===== src/include/gpr_pkg.sv =====
package gpr_pkg;

  // Register indices; byte address is four times the index
  localparam logic [15:0] IDX_CTRL      = 16'hc006;
  localparam logic [15:0] IDX_LO_OUT    = 16'hc01e;
  localparam logic [15:0] IDX_LO_IN     = 16'hc020;
  localparam logic [15:0] IDX_LO_DIR    = 16'hc022;
  localparam logic [15:0] IDX_HI_OUT    = 16'hc024;
  localparam logic [15:0] IDX_HI_IN     = 16'hc026;
  localparam logic [15:0] IDX_HI_DIR    = 16'hc028;
  localparam logic [15:0] IDX_IRQ_STAT  = 16'hc0f0;
  localparam logic [15:0] IDX_IRQ_CLR   = 16'hc0f2;
  localparam logic [15:0] IDX_IRQ_EN    = 16'hc0f4;

  localparam int unsigned ADDR_W = 18;
  localparam int unsigned IDX_LSB = 2;

  // Reset values
  localparam logic [15:0] RST_CTRL  = 16'h0000;
  localparam logic [15:0] RST_OUT   = 16'h0000;
  localparam logic [15:0] RST_DIR   = 16'h0000;
  localparam logic [1:0]  RST_IRQ   = 2'h0;

  // Control register fields
  localparam int unsigned CTL_WP       = 15;
  localparam int unsigned CTL_TXEN     = 14;
  localparam int unsigned CTL_SAS      = 11;
  localparam int unsigned CTL_MODE_LSB = 8;
  localparam int unsigned CTL_HSS      = 7;
  localparam int unsigned CTL_HSS_XD   = 6;
  localparam int unsigned CTL_SPI      = 5;
  localparam int unsigned CTL_SPI_XD   = 4;
  localparam int unsigned CTL_I1_POL   = 3;
  localparam int unsigned CTL_I1_EN    = 2;
  localparam int unsigned CTL_I0_POL   = 1;
  localparam int unsigned CTL_I0_EN    = 0;
  localparam logic [15:0] CTRL_WMASK   = 16'hcfff;
  localparam logic [15:0] CTRL_HI_MASK = 16'hff00;

  // Pin positions
  localparam int unsigned PIN_TXEN = 30;
  localparam int unsigned PIN_SAS  = 15;
  localparam int unsigned PIN_EXTERNAL_INTERRUPT_ONE = 25;
  localparam int unsigned PIN_EXTERNAL_INTERRUPT_ZERO = 24;
  localparam logic [31:0] LOWGRP_MASK = 32'h01f8ffff;
  // HIGH_SPEED_SERIAL lanes: txd, rxd, rts, cts; SPI lanes: sck, nss, mosi, miso
  localparam int unsigned HSS_PIN [4] = '{16, 17, 18, 26};
  localparam int unsigned SPI_PIN [4] = '{8, 9, 10, 11};
  localparam int unsigned SPI_NSS = 1;
  localparam int unsigned HSS_XD_LSB = 12;
  localparam int unsigned SPI_XD_LSB = 8;

  // Interrupt status bits
  localparam int unsigned ST_EXTERNAL_INTERRUPT_ZERO = 0;
  localparam int unsigned ST_EXTERNAL_INTERRUPT_ONE = 1;

  localparam logic [1:0] RESP_OKAY   = 2'h0;
  localparam logic [1:0] RESP_SLVERR = 2'h2;

  typedef enum logic [2:0] {
    MODE_GPIO  = 3'b000,
    MODE_DRIVE = 3'b100,
    MODE_HOST  = 3'b101,
    MODE_SCAN  = 3'b110
  } gpr_mode_t;

endpackage : gpr_pkg


===== src/gpr_top.sv =====
`timescale 1ns/1ps
`default_nettype none

// Operation
// - Write-protect bit freezes control bits 15..8 until chip reset.
// - Routing bit 14 drives port 1A transmit-enable status onto pin 30.
// - Alternate slave-select moves SPI slave-select input from pin 9 to 15.
// - Mode field picks low group owner: IO, drive, host port, scan.
// - HIGH_SPEED_SERIAL enable routes high-speed serial to pins 26 and 18..16.
// - HIGH_SPEED_SERIAL memory-bus enable routes it to memory data 15..12, wins.
// - SPI enable routes serial-peripheral port onto pins 11..8.
// - SPI memory-bus enable routes to memory data 11..8, overrides SPI enable and alternate slave-select.
// - Interrupt one comes from pin 25, interrupt zero from pin 24.
// - Interrupt-one polarity bit: 1 rising edge, 0 falling edge.
// - Interrupt-zero polarity bit: 1 rising edge, 0 falling edge.
// - Interrupt delivered only when control enable and IO enable both set.
// - Output registers drive pins 15..0 and 31..16.
// - Output register reads back last written value.
// - Input registers return present pin levels.
// - Direction bit 1 makes output, 0 input; reset zero.
// - Control register at index 0xC006, read and write.
module gpr_top (
  // Clock and reset
  input  wire logic                      CLK,
  input  wire logic                      RSTN,
  // AXI4-Lite write address
  input  wire logic [gpr_pkg::ADDR_W-1:0] AWADDR,
  input  wire logic                      AWVALID,
  output logic                           AWREADY,
  // AXI4-Lite write data
  input  wire logic [31:0]               WDATA,
  input  wire logic [3:0]                WSTRB,
  input  wire logic                      WVALID,
  output logic                           WREADY,
  // AXI4-Lite write response
  output logic [1:0]                     BRESP,
  output logic                           BVALID,
  input  wire logic                      BREADY,
  // AXI4-Lite read address
  input  wire logic [gpr_pkg::ADDR_W-1:0] ARADDR,
  input  wire logic                      ARVALID,
  output logic                           ARREADY,
  // AXI4-Lite read data
  output logic [31:0]                    RDATA,
  output logic [1:0]                     RRESP,
  output logic                           RVALID,
  input  wire logic                      RREADY,
  // Pins
  input  wire logic [31:0]               GPIO_I,
  output logic [31:0]                    GPIO_O,
  output logic [31:0]                    GPIO_OE,
  // External memory data bits 15..8
  input  wire logic [15:8]               XD_I,
  output logic [15:8]                    XD_O,
  output logic [15:8]                    XD_OE,
  output logic [15:8]                    XD_ROUTE,
  // Low group function
  output logic [2:0]                     MODE_SEL,
  output logic                           LOWGRP_OWN,
  input  wire logic [31:0]               ALT_O,
  input  wire logic [31:0]               ALT_OE,
  // High speed serial
  input  wire logic [3:0]                HSS_O,
  input  wire logic [3:0]                HSS_OE,
  output logic [3:0]                     HSS_I,
  // Serial peripheral
  input  wire logic [3:0]                SPI_O,
  input  wire logic [3:0]                SPI_OE,
  output logic [3:0]                     SPI_I,
  // Port 1A transmitter enable status
  input  wire logic                      USB_TXEN,
  // Interrupt
  output logic                           IRQ
);
  import gpr_pkg::*;

  logic [15:0] ctrl_ff, lo_out_ff, hi_out_ff, lo_dir_ff, hi_dir_ff;
  logic [1:0]  irq_stat_ff, irq_en_ff;
  logic [31:0] pin_s1_ff, pin_s2_ff, pin_prev_ff;
  logic [15:8] xd_s1_ff, xd_s2_ff;
  logic [31:0] nxt_pin_o, nxt_pin_oe, pin_o_ff, pin_oe_ff;
  logic [15:8] nxt_xd_o, nxt_xd_oe, nxt_xd_route;
  logic [15:8] xd_o_ff, xd_oe_ff, xd_route_ff;
  logic [3:0]  nxt_hss_i, nxt_spi_i, hss_i_ff, spi_i_ff;
  logic        irq_ff, bvalid_ff, rvalid_ff;
  logic [1:0]  bresp_ff, rresp_ff;
  logic [31:0] rdata_ff;

  logic        wr_go, rd_go, wr_hit, rd_hit;
  logic [15:0] wr_idx, rd_idx, wmask, wval, rd_val;

  // Decoded routing
  logic        hss_gpio_on, hss_xd_on, spi_gpio_on, spi_xd_on;
  logic        sas_on, lowgrp_on, edge0, edge1;
  logic [31:0] hss_mask, spi_mask, fn_o, fn_oe;
  logic [31:0] fn_mask, gpio_out, gpio_dir;
  logic [1:0]  irq_set;

  // AXI4-Lite slave: one write and one read at a time
  assign wr_go   = AWVALID && WVALID && !bvalid_ff;
  assign rd_go   = ARVALID && !rvalid_ff;
  assign AWREADY = wr_go;
  assign WREADY  = wr_go;
  assign ARREADY = rd_go;
  assign BVALID  = bvalid_ff;
  assign BRESP   = bresp_ff;
  assign RVALID  = rvalid_ff;
  assign RRESP   = rresp_ff;
  assign RDATA   = rdata_ff;

  assign wr_idx = AWADDR[ADDR_W-1:IDX_LSB];
  assign rd_idx = ARADDR[ADDR_W-1:IDX_LSB];
  assign wmask  = {{8{WSTRB[1]}}, {8{WSTRB[0]}}};
  assign wval   = WDATA[15:0];

  always_comb begin
    unique case (wr_idx)
      IDX_CTRL, IDX_LO_OUT, IDX_LO_DIR, IDX_HI_OUT, IDX_HI_DIR,
      IDX_LO_IN, IDX_HI_IN, IDX_IRQ_STAT, IDX_IRQ_CLR,
      IDX_IRQ_EN: wr_hit = 1'b1;
      default:    wr_hit = 1'b0;
    endcase
  end

  always_comb begin
    rd_hit = 1'b1;
    rd_val = 16'h0000;
    unique case (rd_idx)
      IDX_CTRL:     rd_val = ctrl_ff;
      IDX_LO_OUT:   rd_val = lo_out_ff;
      IDX_HI_OUT:   rd_val = hi_out_ff;
      IDX_LO_IN:    rd_val = pin_s2_ff[15:0];
      IDX_HI_IN:    rd_val = pin_s2_ff[31:16];
      IDX_LO_DIR:   rd_val = lo_dir_ff;
      IDX_HI_DIR:   rd_val = hi_dir_ff;
      IDX_IRQ_STAT: rd_val = {14'h0000, irq_stat_ff};
      IDX_IRQ_CLR:  rd_val = 16'h0000;
      IDX_IRQ_EN:   rd_val = {14'h0000, irq_en_ff};
      default:      rd_hit = 1'b0;
    endcase
  end

  always_ff @(posedge CLK or negedge RSTN) begin
    if (!RSTN) begin
      bvalid_ff <= 1'b0;
      bresp_ff  <= RESP_OKAY;
    end else if (wr_go) begin
      bvalid_ff <= 1'b1;
      bresp_ff  <= wr_hit ? RESP_OKAY : RESP_SLVERR;
    end else if (BREADY) begin
      bvalid_ff <= 1'b0;
    end
  end

  always_ff @(posedge CLK or negedge RSTN) begin
    if (!RSTN) begin
      rvalid_ff <= 1'b0;
      rresp_ff  <= RESP_OKAY;
      rdata_ff  <= 32'h00000000;
    end else if (rd_go) begin
      rvalid_ff <= 1'b1;
      rresp_ff  <= rd_hit ? RESP_OKAY : RESP_SLVERR;
      rdata_ff  <= {16'h0000, rd_val};
    end else if (RREADY) begin
      rvalid_ff <= 1'b0;
    end
  end

  // Control register; reserved bits hold zero
  always_ff @(posedge CLK or negedge RSTN) begin
    if (!RSTN) begin
      ctrl_ff <= RST_CTRL;
    end else if (wr_go && wr_idx == IDX_CTRL) begin
      if (ctrl_ff[CTL_WP]) begin
        ctrl_ff <= (ctrl_ff & ~(wmask & CTRL_WMASK & ~CTRL_HI_MASK))
                 | (wval & wmask & CTRL_WMASK & ~CTRL_HI_MASK);
      end else begin
        ctrl_ff <= (ctrl_ff & ~(wmask & CTRL_WMASK))
                 | (wval & wmask & CTRL_WMASK);
      end
    end
  end

  // Output value registers
  always_ff @(posedge CLK or negedge RSTN) begin
    if (!RSTN) begin
      lo_out_ff <= RST_OUT;
      hi_out_ff <= RST_OUT;
    end else if (wr_go) begin
      if (wr_idx == IDX_LO_OUT)
        lo_out_ff <= (lo_out_ff & ~wmask) | (wval & wmask);
      if (wr_idx == IDX_HI_OUT)
        hi_out_ff <= (hi_out_ff & ~wmask) | (wval & wmask);
    end
  end

  // Direction registers
  always_ff @(posedge CLK or negedge RSTN) begin
    if (!RSTN) begin
      lo_dir_ff <= RST_DIR;
      hi_dir_ff <= RST_DIR;
    end else if (wr_go) begin
      if (wr_idx == IDX_LO_DIR)
        lo_dir_ff <= (lo_dir_ff & ~wmask) | (wval & wmask);
      if (wr_idx == IDX_HI_DIR)
        hi_dir_ff <= (hi_dir_ff & ~wmask) | (wval & wmask);
    end
  end

  // Pin and memory bus input synchronisers
  always_ff @(posedge CLK or negedge RSTN) begin
    if (!RSTN) begin
      pin_s1_ff   <= 32'h00000000;
      pin_s2_ff   <= 32'h00000000;
      pin_prev_ff <= 32'h00000000;
      xd_s1_ff    <= 8'h00;
      xd_s2_ff    <= 8'h00;
    end else begin
      pin_s1_ff   <= GPIO_I;
      pin_s2_ff   <= pin_s1_ff;
      pin_prev_ff <= pin_s2_ff;
      xd_s1_ff    <= XD_I;
      xd_s2_ff    <= xd_s1_ff;
    end
  end

  // Edge detection on the two interrupt pins
  assign edge0 = ctrl_ff[CTL_I0_POL]
               ? (pin_s2_ff[PIN_EXTERNAL_INTERRUPT_ZERO] && !pin_prev_ff[PIN_EXTERNAL_INTERRUPT_ZERO])
               : (!pin_s2_ff[PIN_EXTERNAL_INTERRUPT_ZERO] && pin_prev_ff[PIN_EXTERNAL_INTERRUPT_ZERO]);
  assign edge1 = ctrl_ff[CTL_I1_POL]
               ? (pin_s2_ff[PIN_EXTERNAL_INTERRUPT_ONE] && !pin_prev_ff[PIN_EXTERNAL_INTERRUPT_ONE])
               : (!pin_s2_ff[PIN_EXTERNAL_INTERRUPT_ONE] && pin_prev_ff[PIN_EXTERNAL_INTERRUPT_ONE]);
  assign irq_set = {edge1, edge0};

  // Sticky status; a new edge wins over a clear in the same cycle
  always_ff @(posedge CLK or negedge RSTN) begin
    if (!RSTN) begin
      irq_stat_ff <= RST_IRQ;
    end else if (wr_go && wr_idx == IDX_IRQ_CLR && WSTRB[0]) begin
      irq_stat_ff <= (irq_stat_ff & ~WDATA[1:0]) | irq_set;
    end else begin
      irq_stat_ff <= irq_stat_ff | irq_set;
    end
  end

  always_ff @(posedge CLK or negedge RSTN) begin
    if (!RSTN) begin
      irq_en_ff <= RST_IRQ;
    end else if (wr_go && wr_idx == IDX_IRQ_EN && WSTRB[0]) begin
      irq_en_ff <= WDATA[1:0];
    end
  end

  always_ff @(posedge CLK or negedge RSTN) begin
    if (!RSTN) begin
      irq_ff <= 1'b0;
    end else begin
      irq_ff <= (irq_stat_ff[ST_EXTERNAL_INTERRUPT_ZERO] && irq_en_ff[ST_EXTERNAL_INTERRUPT_ZERO]
                 && ctrl_ff[CTL_I0_EN])
             || (irq_stat_ff[ST_EXTERNAL_INTERRUPT_ONE] && irq_en_ff[ST_EXTERNAL_INTERRUPT_ONE]
                 && ctrl_ff[CTL_I1_EN]);
    end
  end
  assign IRQ = irq_ff;

  // Routing decode
  assign hss_xd_on   = ctrl_ff[CTL_HSS_XD];
  assign hss_gpio_on = ctrl_ff[CTL_HSS] && !ctrl_ff[CTL_HSS_XD];
  assign spi_xd_on   = ctrl_ff[CTL_SPI_XD];
  assign spi_gpio_on = ctrl_ff[CTL_SPI] && !ctrl_ff[CTL_SPI_XD];
  assign sas_on      = spi_gpio_on && ctrl_ff[CTL_SAS];

  always_comb begin
    unique case (ctrl_ff[CTL_MODE_LSB +: 3])
      MODE_DRIVE, MODE_HOST, MODE_SCAN: lowgrp_on = 1'b1;
      default:                          lowgrp_on = 1'b0;
    endcase
  end

  // Per-pin function ownership and drive
  always_comb begin
    hss_mask = 32'h00000000;
    spi_mask = 32'h00000000;
    fn_o     = 32'h00000000;
    fn_oe    = 32'h00000000;
    for (int k = 0; k < 4; k++) begin
      if (hss_gpio_on) begin
        hss_mask[HSS_PIN[k]] = 1'b1;
        fn_o[HSS_PIN[k]]     = HSS_O[k];
        fn_oe[HSS_PIN[k]]    = HSS_OE[k];
      end
    end
    for (int k = 0; k < 4; k++) begin
      if (spi_gpio_on && !(k == SPI_NSS && sas_on)) begin
        spi_mask[SPI_PIN[k]] = 1'b1;
        fn_o[SPI_PIN[k]]     = SPI_O[k];
        fn_oe[SPI_PIN[k]]    = SPI_OE[k];
      end
    end
    if (sas_on) begin
      spi_mask[PIN_SAS] = 1'b1;
      fn_o[PIN_SAS]     = SPI_O[SPI_NSS];
      fn_oe[PIN_SAS]    = SPI_OE[SPI_NSS];
    end
  end

  assign fn_mask  = hss_mask | spi_mask;
  assign gpio_out = {hi_out_ff, lo_out_ff};
  assign gpio_dir = {hi_dir_ff, lo_dir_ff};

  genvar gi;
  generate
    for (gi = 0; gi < 32; gi++) begin : g_pin
      always_comb begin
        if (gi == PIN_TXEN && ctrl_ff[CTL_TXEN]) begin
          nxt_pin_o[gi]  = USB_TXEN;
          nxt_pin_oe[gi] = 1'b1;
        end else if (fn_mask[gi]) begin
          nxt_pin_o[gi]  = fn_o[gi];
          nxt_pin_oe[gi] = fn_oe[gi];
        end else if (lowgrp_on && LOWGRP_MASK[gi]) begin
          nxt_pin_o[gi]  = ALT_O[gi];
          nxt_pin_oe[gi] = ALT_OE[gi];
        end else begin
          nxt_pin_o[gi]  = gpio_out[gi];
          nxt_pin_oe[gi] = gpio_dir[gi];
        end
      end
    end
  endgenerate

  // Memory data bus routing and function inputs
  always_comb begin
    nxt_xd_o     = 8'h00;
    nxt_xd_oe    = 8'h00;
    nxt_xd_route = 8'h00;
    nxt_hss_i    = 4'h0;
    nxt_spi_i    = 4'h0;
    for (int k = 0; k < 4; k++) begin
      if (hss_xd_on) begin
        nxt_xd_route[HSS_XD_LSB + k] = 1'b1;
        nxt_xd_o[HSS_XD_LSB + k]     = HSS_O[k];
        nxt_xd_oe[HSS_XD_LSB + k]    = HSS_OE[k];
        nxt_hss_i[k]                 = xd_s2_ff[HSS_XD_LSB + k];
      end else begin
        nxt_hss_i[k] = pin_s2_ff[HSS_PIN[k]];
      end
      if (spi_xd_on) begin
        nxt_xd_route[SPI_XD_LSB + k] = 1'b1;
        nxt_xd_o[SPI_XD_LSB + k]     = SPI_O[k];
        nxt_xd_oe[SPI_XD_LSB + k]    = SPI_OE[k];
        nxt_spi_i[k]                 = xd_s2_ff[SPI_XD_LSB + k];
      end else if (k == SPI_NSS && sas_on) begin
        nxt_spi_i[k] = pin_s2_ff[PIN_SAS];
      end else begin
        nxt_spi_i[k] = pin_s2_ff[SPI_PIN[k]];
      end
    end
  end

  always_ff @(posedge CLK or negedge RSTN) begin
    if (!RSTN) begin
      pin_o_ff    <= 32'h00000000;
      pin_oe_ff   <= 32'h00000000;
      xd_o_ff     <= 8'h00;
      xd_oe_ff    <= 8'h00;
      xd_route_ff <= 8'h00;
      hss_i_ff    <= 4'h0;
      spi_i_ff    <= 4'h0;
    end else begin
      pin_o_ff    <= nxt_pin_o;
      pin_oe_ff   <= nxt_pin_oe;
      xd_o_ff     <= nxt_xd_o;
      xd_oe_ff    <= nxt_xd_oe;
      xd_route_ff <= nxt_xd_route;
      hss_i_ff    <= nxt_hss_i;
      spi_i_ff    <= nxt_spi_i;
    end
  end

  assign GPIO_O     = pin_o_ff;
  assign GPIO_OE    = pin_oe_ff;
  assign XD_O       = xd_o_ff;
  assign XD_OE      = xd_oe_ff;
  assign XD_ROUTE   = xd_route_ff;
  assign HSS_I      = hss_i_ff;
  assign SPI_I      = spi_i_ff;
  assign MODE_SEL   = ctrl_ff[CTL_MODE_LSB +: 3];
  assign LOWGRP_OWN = lowgrp_on;

endmodule : gpr_top

`default_nettype wire


===== config.mk =====
export PLATFORM = sky130hd
export DESIGN_NAME = gpr_top
export DESIGN_NICKNAME = d
export VERILOG_FILES = /design/src/include/gpr_pkg.sv /design/src/gpr_top.sv
export SDC_FILE = /design/constraint.sdc
export NUM_CORES = 1
export LEC_CHECK = 0
export BUFFER_PORTS_ARGS = -buffer_cell sky130_fd_sc_hd__buf_2
export CORE_ASPECT_RATIO = 1.2
export CORE_MARGIN = 4
export CORE_UTILIZATION = 51
export DETAILED_ROUTE_END_ITERATION = 6
export PLACE_DENSITY = 0.81
export SETUP_SLACK_MARGIN = 0.2
export SLEW_MARGIN = 30
export SYNTH_ARGS = -nofsm -noshare
export SYNTH_HDL_FRONTEND = slang
export SYNTH_SLANG_ARGS = --single-unit

===== constraint.sdc =====
create_clock -name CLK -period 2.6 [get_ports CLK]
set_input_delay 0.39 -clock CLK [delete_from_list [all_inputs] [get_ports CLK]]
set_output_delay 0.39 -clock CLK [all_outputs]
set_load 0.02 [all_outputs]

======== After elaboration in Yosys (flattened, before gate mapping) ========
Index checks and enable logic that the tools add are counted.
Widths: inputs -> output; s select.
cells by class
  add/subtract/negate cells ............... 0
  multiply operators ...................... 0
  divide/modulo/power cells ............... 0
  order comparisons ....................... 0
  equal/unequal tests ..................... 23
  shift-type cells ........................ 0
  mux-type cells .......................... 173
  bitwise logic cells ..................... 21
  reduce and logical (&&, ||, !) cells .... 39
operators by type and width
  operator              number
  $eq 16x16->1 const B  20
  $mux 1                168
  $pmux 16 s9           1
  $and 16x16->16        7
  $or 16x16->16         5
  $not 16->16           2
  $or 27x16->27         1
  $logic_and 1x1->1     20
  $reduce_or 10->1      2
  $mux 16               1
  $not 8->16            1
  $or 16x8->16          1
  $eq 3x3->1 const B    3
  $logic_not 1->1       9
  $reduce_and 2->1      4
  $mux 2                3
  $or 2x2->2            2
  $reduce_bool 2->1     2
  $reduce_or 3->1       1
  $and 2x2->2           1
  $not 2->2             1
  $logic_or 1x1->1      1
word-level totals
  register bits ........................... 306
  bits in latches ......................... 0
  RAM bits ................................ 0
  memory bits (read-only) ................. 0
  output and inout port bits .............. 142
  memories ................................ 0

======== Logic depth before layout (Yosys ltp) ========
  depth in word-level cells ............... 8
  gate-level depth with buffers ........... 8
  gate-level depth less buffers ........... 7

======== Worst setup path after synthesis ========
No wires, ideal clock.
  kind .................................... reg2reg
  start point ............................. register bvalid_ff, in the netlist BVALID
  end point ............................... register irq_en_ff[0]
  setup time .............................. 0.125 ns
  arrival ................................. 2.040 ns
  data required time ...................... 2.475 ns
  slack ................................... 0.435 ns
  stages on the path, launching flop included .. 8
  period minus slack after synthesis ...... 2.165 ns
  path through ............................ dfrtp_1 -> inv_1 -> nand3_1 -> inv_1 -> nand4_2 -> or2_2 -> and4bb_2 -> mux2_2
on the way
  word-level cells in the longest chain between the ends .. 4
ends and longest elaborated chain
  what                            line            text
  start, declared                 gpr_top.sv:85   logic irq_ff, bvalid_ff, rvalid_ff;
  start signal, assigned          gpr_top.sv:145  bvalid_ff <= 1'b0;
  start signal, assigned          gpr_top.sv:148  bvalid_ff <= 1'b1;
  start signal, assigned          gpr_top.sv:151  bvalid_ff <= 1'b0;
  $logic_not 1->1                 gpr_top.sv:100  assign wr_go = AWVALID && WVALID && !bvalid_ff;
  $logic_and 1x1->1               gpr_top.sv:100
  net AWREADY                     gpr_top.sv:29   output logic AWREADY,
  $logic_and 1x1->1 (2 in a row)  gpr_top.sv:250  end else if (wr_go && wr_idx == IDX_IRQ_EN && WSTRB[0]) begin
  end signal, assigned            gpr_top.sv:251  irq_en_ff <= WDATA[1:0];
  end, declared                   gpr_top.sv:78   logic [1:0] irq_stat_ff, irq_en_ff;
The timed path passes the listed nets, and every way through them passes these cells.
A chain may end at the register's enable or synchronous reset.

======== Final worst setup path ========
  start point ............................. register ctrl_ff[9]
  end point ............................... output LOWGRP_OWN
on the way
  word-level cells in the longest chain between the ends .. 3
  elaborated cells between the ends (all ways) .. 5
ends and longest elaborated chain
  what                    line            text
  start, declared         gpr_top.sv:77   logic [15:0] ctrl_ff, lo_out_ff, hi_out_ff, lo_dir_ff, hi_dir_ff;
  start signal, assigned  gpr_top.sv:175  ctrl_ff <= (ctrl_ff & ~(wmask & CTRL_WMASK & ~CTRL_HI_MASK))
  start signal, assigned  gpr_top.sv:178  ctrl_ff <= (ctrl_ff & ~(wmask & CTRL_WMASK))
  $eq 3x3->1              gpr_top.sv:275  unique case (ctrl_ff[CTL_MODE_LSB +: 3])
  $reduce_or 3->1 *       gpr_top.sv:275
  $mux 1 *                gpr_top.sv:275
  end, declared           gpr_top.sv:59   output logic LOWGRP_OWN,
Mark *: on every way between the ends. The rest lies on a longest branch, timed or not.

==> flow_summary_export.csv <==
group,metric,value,unit
worst_setup_path,slowest_stage,"a21oi_4",
final_layout,drive_above_1_share,46.1,%
synth,syn-instance-count,754,
final_layout,n_fill_cell,1430,
power_and_ir_drop,pwr-share-clk,41.7,%
synth,synth_area_leaders,"dfrtp_1 65%, mux2_2 13%, buf_4 2.1%, o21ai_0 1.7%, nand2_1 1.6%",
worst_setup_path,path_cells,"a21oi_4 > buf_2",
worst_setup_path,crit_arrival,1790,ps
timing,max_freq,460,MHz
global_route,top_usage_layer,"met2",
global_route,grt_pass1_wl,46.3,mm
drt,routedWlPerCell,21.3,µm
floorplanning,initial_utilization,52.1,%
synth,post-synth-top-count-cell,"dfrtp_1",
floorplanning,rows,57,
worst_setup_path,crit_path_start,"ctrl_ff[9]",
synth,netlist_area,0.0106,mm²
timing,hold_viol,0,
timing,worst_pin_slew,634,ps
clocking,numCtsBuffers,26,
clocking,clk_pin_slew,60,ps
worst_setup_path,cp_max_fo,13,
clocking,cts-root-buf,"clkbuf_16",
worst_setup_path,slowest_delay,540,ps
timing,tns,0,ps
synth,synth_commonest_cells,"275 x dfrtp_1, 124 x mux2_2, 44 x nand2_1, 37 x o21ai_0, 35 x nor2_1",
clocking,post_cts_resize_count,0,
global_route,grt_pass1_vias,8230,
synth,yosysTopAreaCellShare,65.0,%
synth,synth_edf_count,0,
clocking,postCtsSetupBuffers,0,
global_route,grt_max_degree,102,
clocking,clockBufferDepth,3,
placement,portBuffers,281,
power_and_ir_drop,p_comb_share,9.3,%
timing,slew_violations,0,
drt,vias,7640,
worst_setup_path,worstPathRequired,2210,ps
synth,synth_cell_types,55,
synth,ys_warn_count,0,
drt,wirelength,29.7,mm
timing,slew_headroom,57.8,%
worst_setup_path,reg2reg_to,"irq_en_ff[1]",
final_layout,syn_to_final_growth,29.6,%
timing,setup_viol,0,
global_route,gr-usage-met1,31.9,%
clocking,cts_tree,"yes",
worst_setup_path,rrSetupSlack,610,ps
synth,synth_async_sr_flop_share,100,%
placement,finalWeightedCongestion,0.915,
timing,skew,18.5,ps
worst_setup_path,r2r_cells,7,
floorplanning,io_pins,342,
global_route,grt_overflow,0,
final_layout,area.sequential,0.00688,mm²
floorplanning,die_w,140,µm
power_and_ir_drop,seqPwrFrac,49.0,%
worst_setup_path,cp-endpoint,"LOWGRP_OWN",
placement,dpl_cell_area,0.0124,mm²
worst_setup_path,start_kind,"register",
job,drv_cap,0,
final_layout,design_area,0.0137,mm²
power_and_ir_drop,cellPowerDensity,672,mW/mm²
drt,avgViaCountPerCell,5.48,
power_and_ir_drop,power.leakage,0.00676,µW
timing,fin_crit_sh,83.7,%
floorplanning,core_area,0.0203,mm²
run_status,status,"completed",
synth,ys_ff_latch,275,
worst_setup_path,endpoint_kind,"output port",
clocking,cts.htree.levels,1,
synth,ys.flop_type,"dfrtp_1",
final_layout,finish.utilization,67.5,%
clocking,clkSinkCount,275,
drt,drc,0,
timing,whs,46.4,ps
floorplanning,dieArea,0.0231,mm²
drt,dr.pass1.iters,5,
placement,dpl.hpwl,20.8,mm
power_and_ir_drop,switching_share,23.9,%
power_and_ir_drop,p_switching,2200,µW
clocking,cts_hold_buf,41,
global_route,grt_use_total,25.4,%
min_path,holdCritPathClass,"primary input to register",
floorplanning,die_h,166,µm
drt,drt_iter0_drc,575,
global_route,gr-usage-met2,43.9,%
synth,yosysTopAreaCell,"dfrtp_1",
drt,postRouteAntennaNets,0,
final_layout,multi_input_area,0.00341,mm²
power_and_ir_drop,power.internal,7010,µW
global_route,antenna_found_initial,6,
synth,ys_seq_area_share,65.0,%
timing,rsz0062_at_grt,"no",
clocking,insertion_delay,530,ps
synth,synth_area_per_cell,14.0,µm²
worst_setup_path,path_class,"register to output port",
global_route,met3_usage,5.53,%
timing,min_period,2180,ps
worst_setup_path,timing.rr.start,"BVALID",
power_and_ir_drop,irDropWorstVdd,0.626,mV
final_layout,fin_nets,1308,
[worst min path at each step]
stage                     startpoint          to  slack (ps)  depth (start not counted)
after global routing          BREADY      BVALID          50                          2
after global placement          RSTN  GPIO_O[18]         240                          1
after CTS                     BREADY      BVALID          30                          2
after floorplan                 RSTN    BRESP[1]          90                          0
final                         BREADY      BVALID          50                          2
after detailed placement        RSTN  GPIO_O[18]         240                          1
[kinds of logic after synthesis]
logic type	share of synthesized area, %
simple gates	8.74
buf+inv	3.55
compound gates	8.06
flops	65.0
mux	14.6
other cells	0.0354
[stage by stage]
step	std cells	total power, µW	setup slack [ps]
3_5_place_dp	1304	5390	281
4_1_cts	1392	9250	415
6_report	1395	9210	425
2_1_floorplan	771	4980	435
5_1_grt	1395	9540	355
3_3_place_gp	1304	5360	318
[critical path: cells and delay by family, from the launching register on]
kind                   cells  cell delay, ps
AOI/OAI and AO/OA          1             540
DFF                        1             450
buffers and inverters      1             280
[area by class of cell]
cell class              instances  share of cell area [%]
diodes                          3                  0.0547
clock buffers                  35                    5.51
clock inverters                12                   0.867
inverters                      15                   0.411
multi-input cells             431                    24.9
flip-flops and latches        275                    50.2
well taps                     265                    2.42
repair buffers                359                    15.7
[routing by layer]
layer / part of all wire [%] / up-vias
met5: 0.098 / -
met4: 3.5 / 6
met3: 7.8 / 78
met2: 51 / 330
met1: 37 / 3838
li1: - / 3388
[placed cells by master, fill, tap and decap left out, drive strengths merged, types with 8 or more instances in the layout]
master,n
a21oi,11
a221oi,13
a22oi,17
and2,16
buf,318
clkbuf,35
clkinv,8
conb,18
dfrtp,275
dlygate4sd3,41
inv,15
mux2,124
mux2i,15
nand2,45
nand3,8
nand4,8
nor2,44
o21ai,37
[power by group through the flow]
| stage | combinational (µW) | clock [µW] | sequential (µW) |
|---|---|---|---|
| final | 857 | 3840 | 4510 |
| after global placement | 781 | 0 | 4580 |
| after global routing | 929 | 4080 | 4530 |
| after detailed placement | 800 | 0 | 4590 |
| after floorplan | 262 | 0 | 4710 |
| after CTS | 858 | 3880 | 4510 |
No activity file was read; power rests on OpenSTA's default activity.
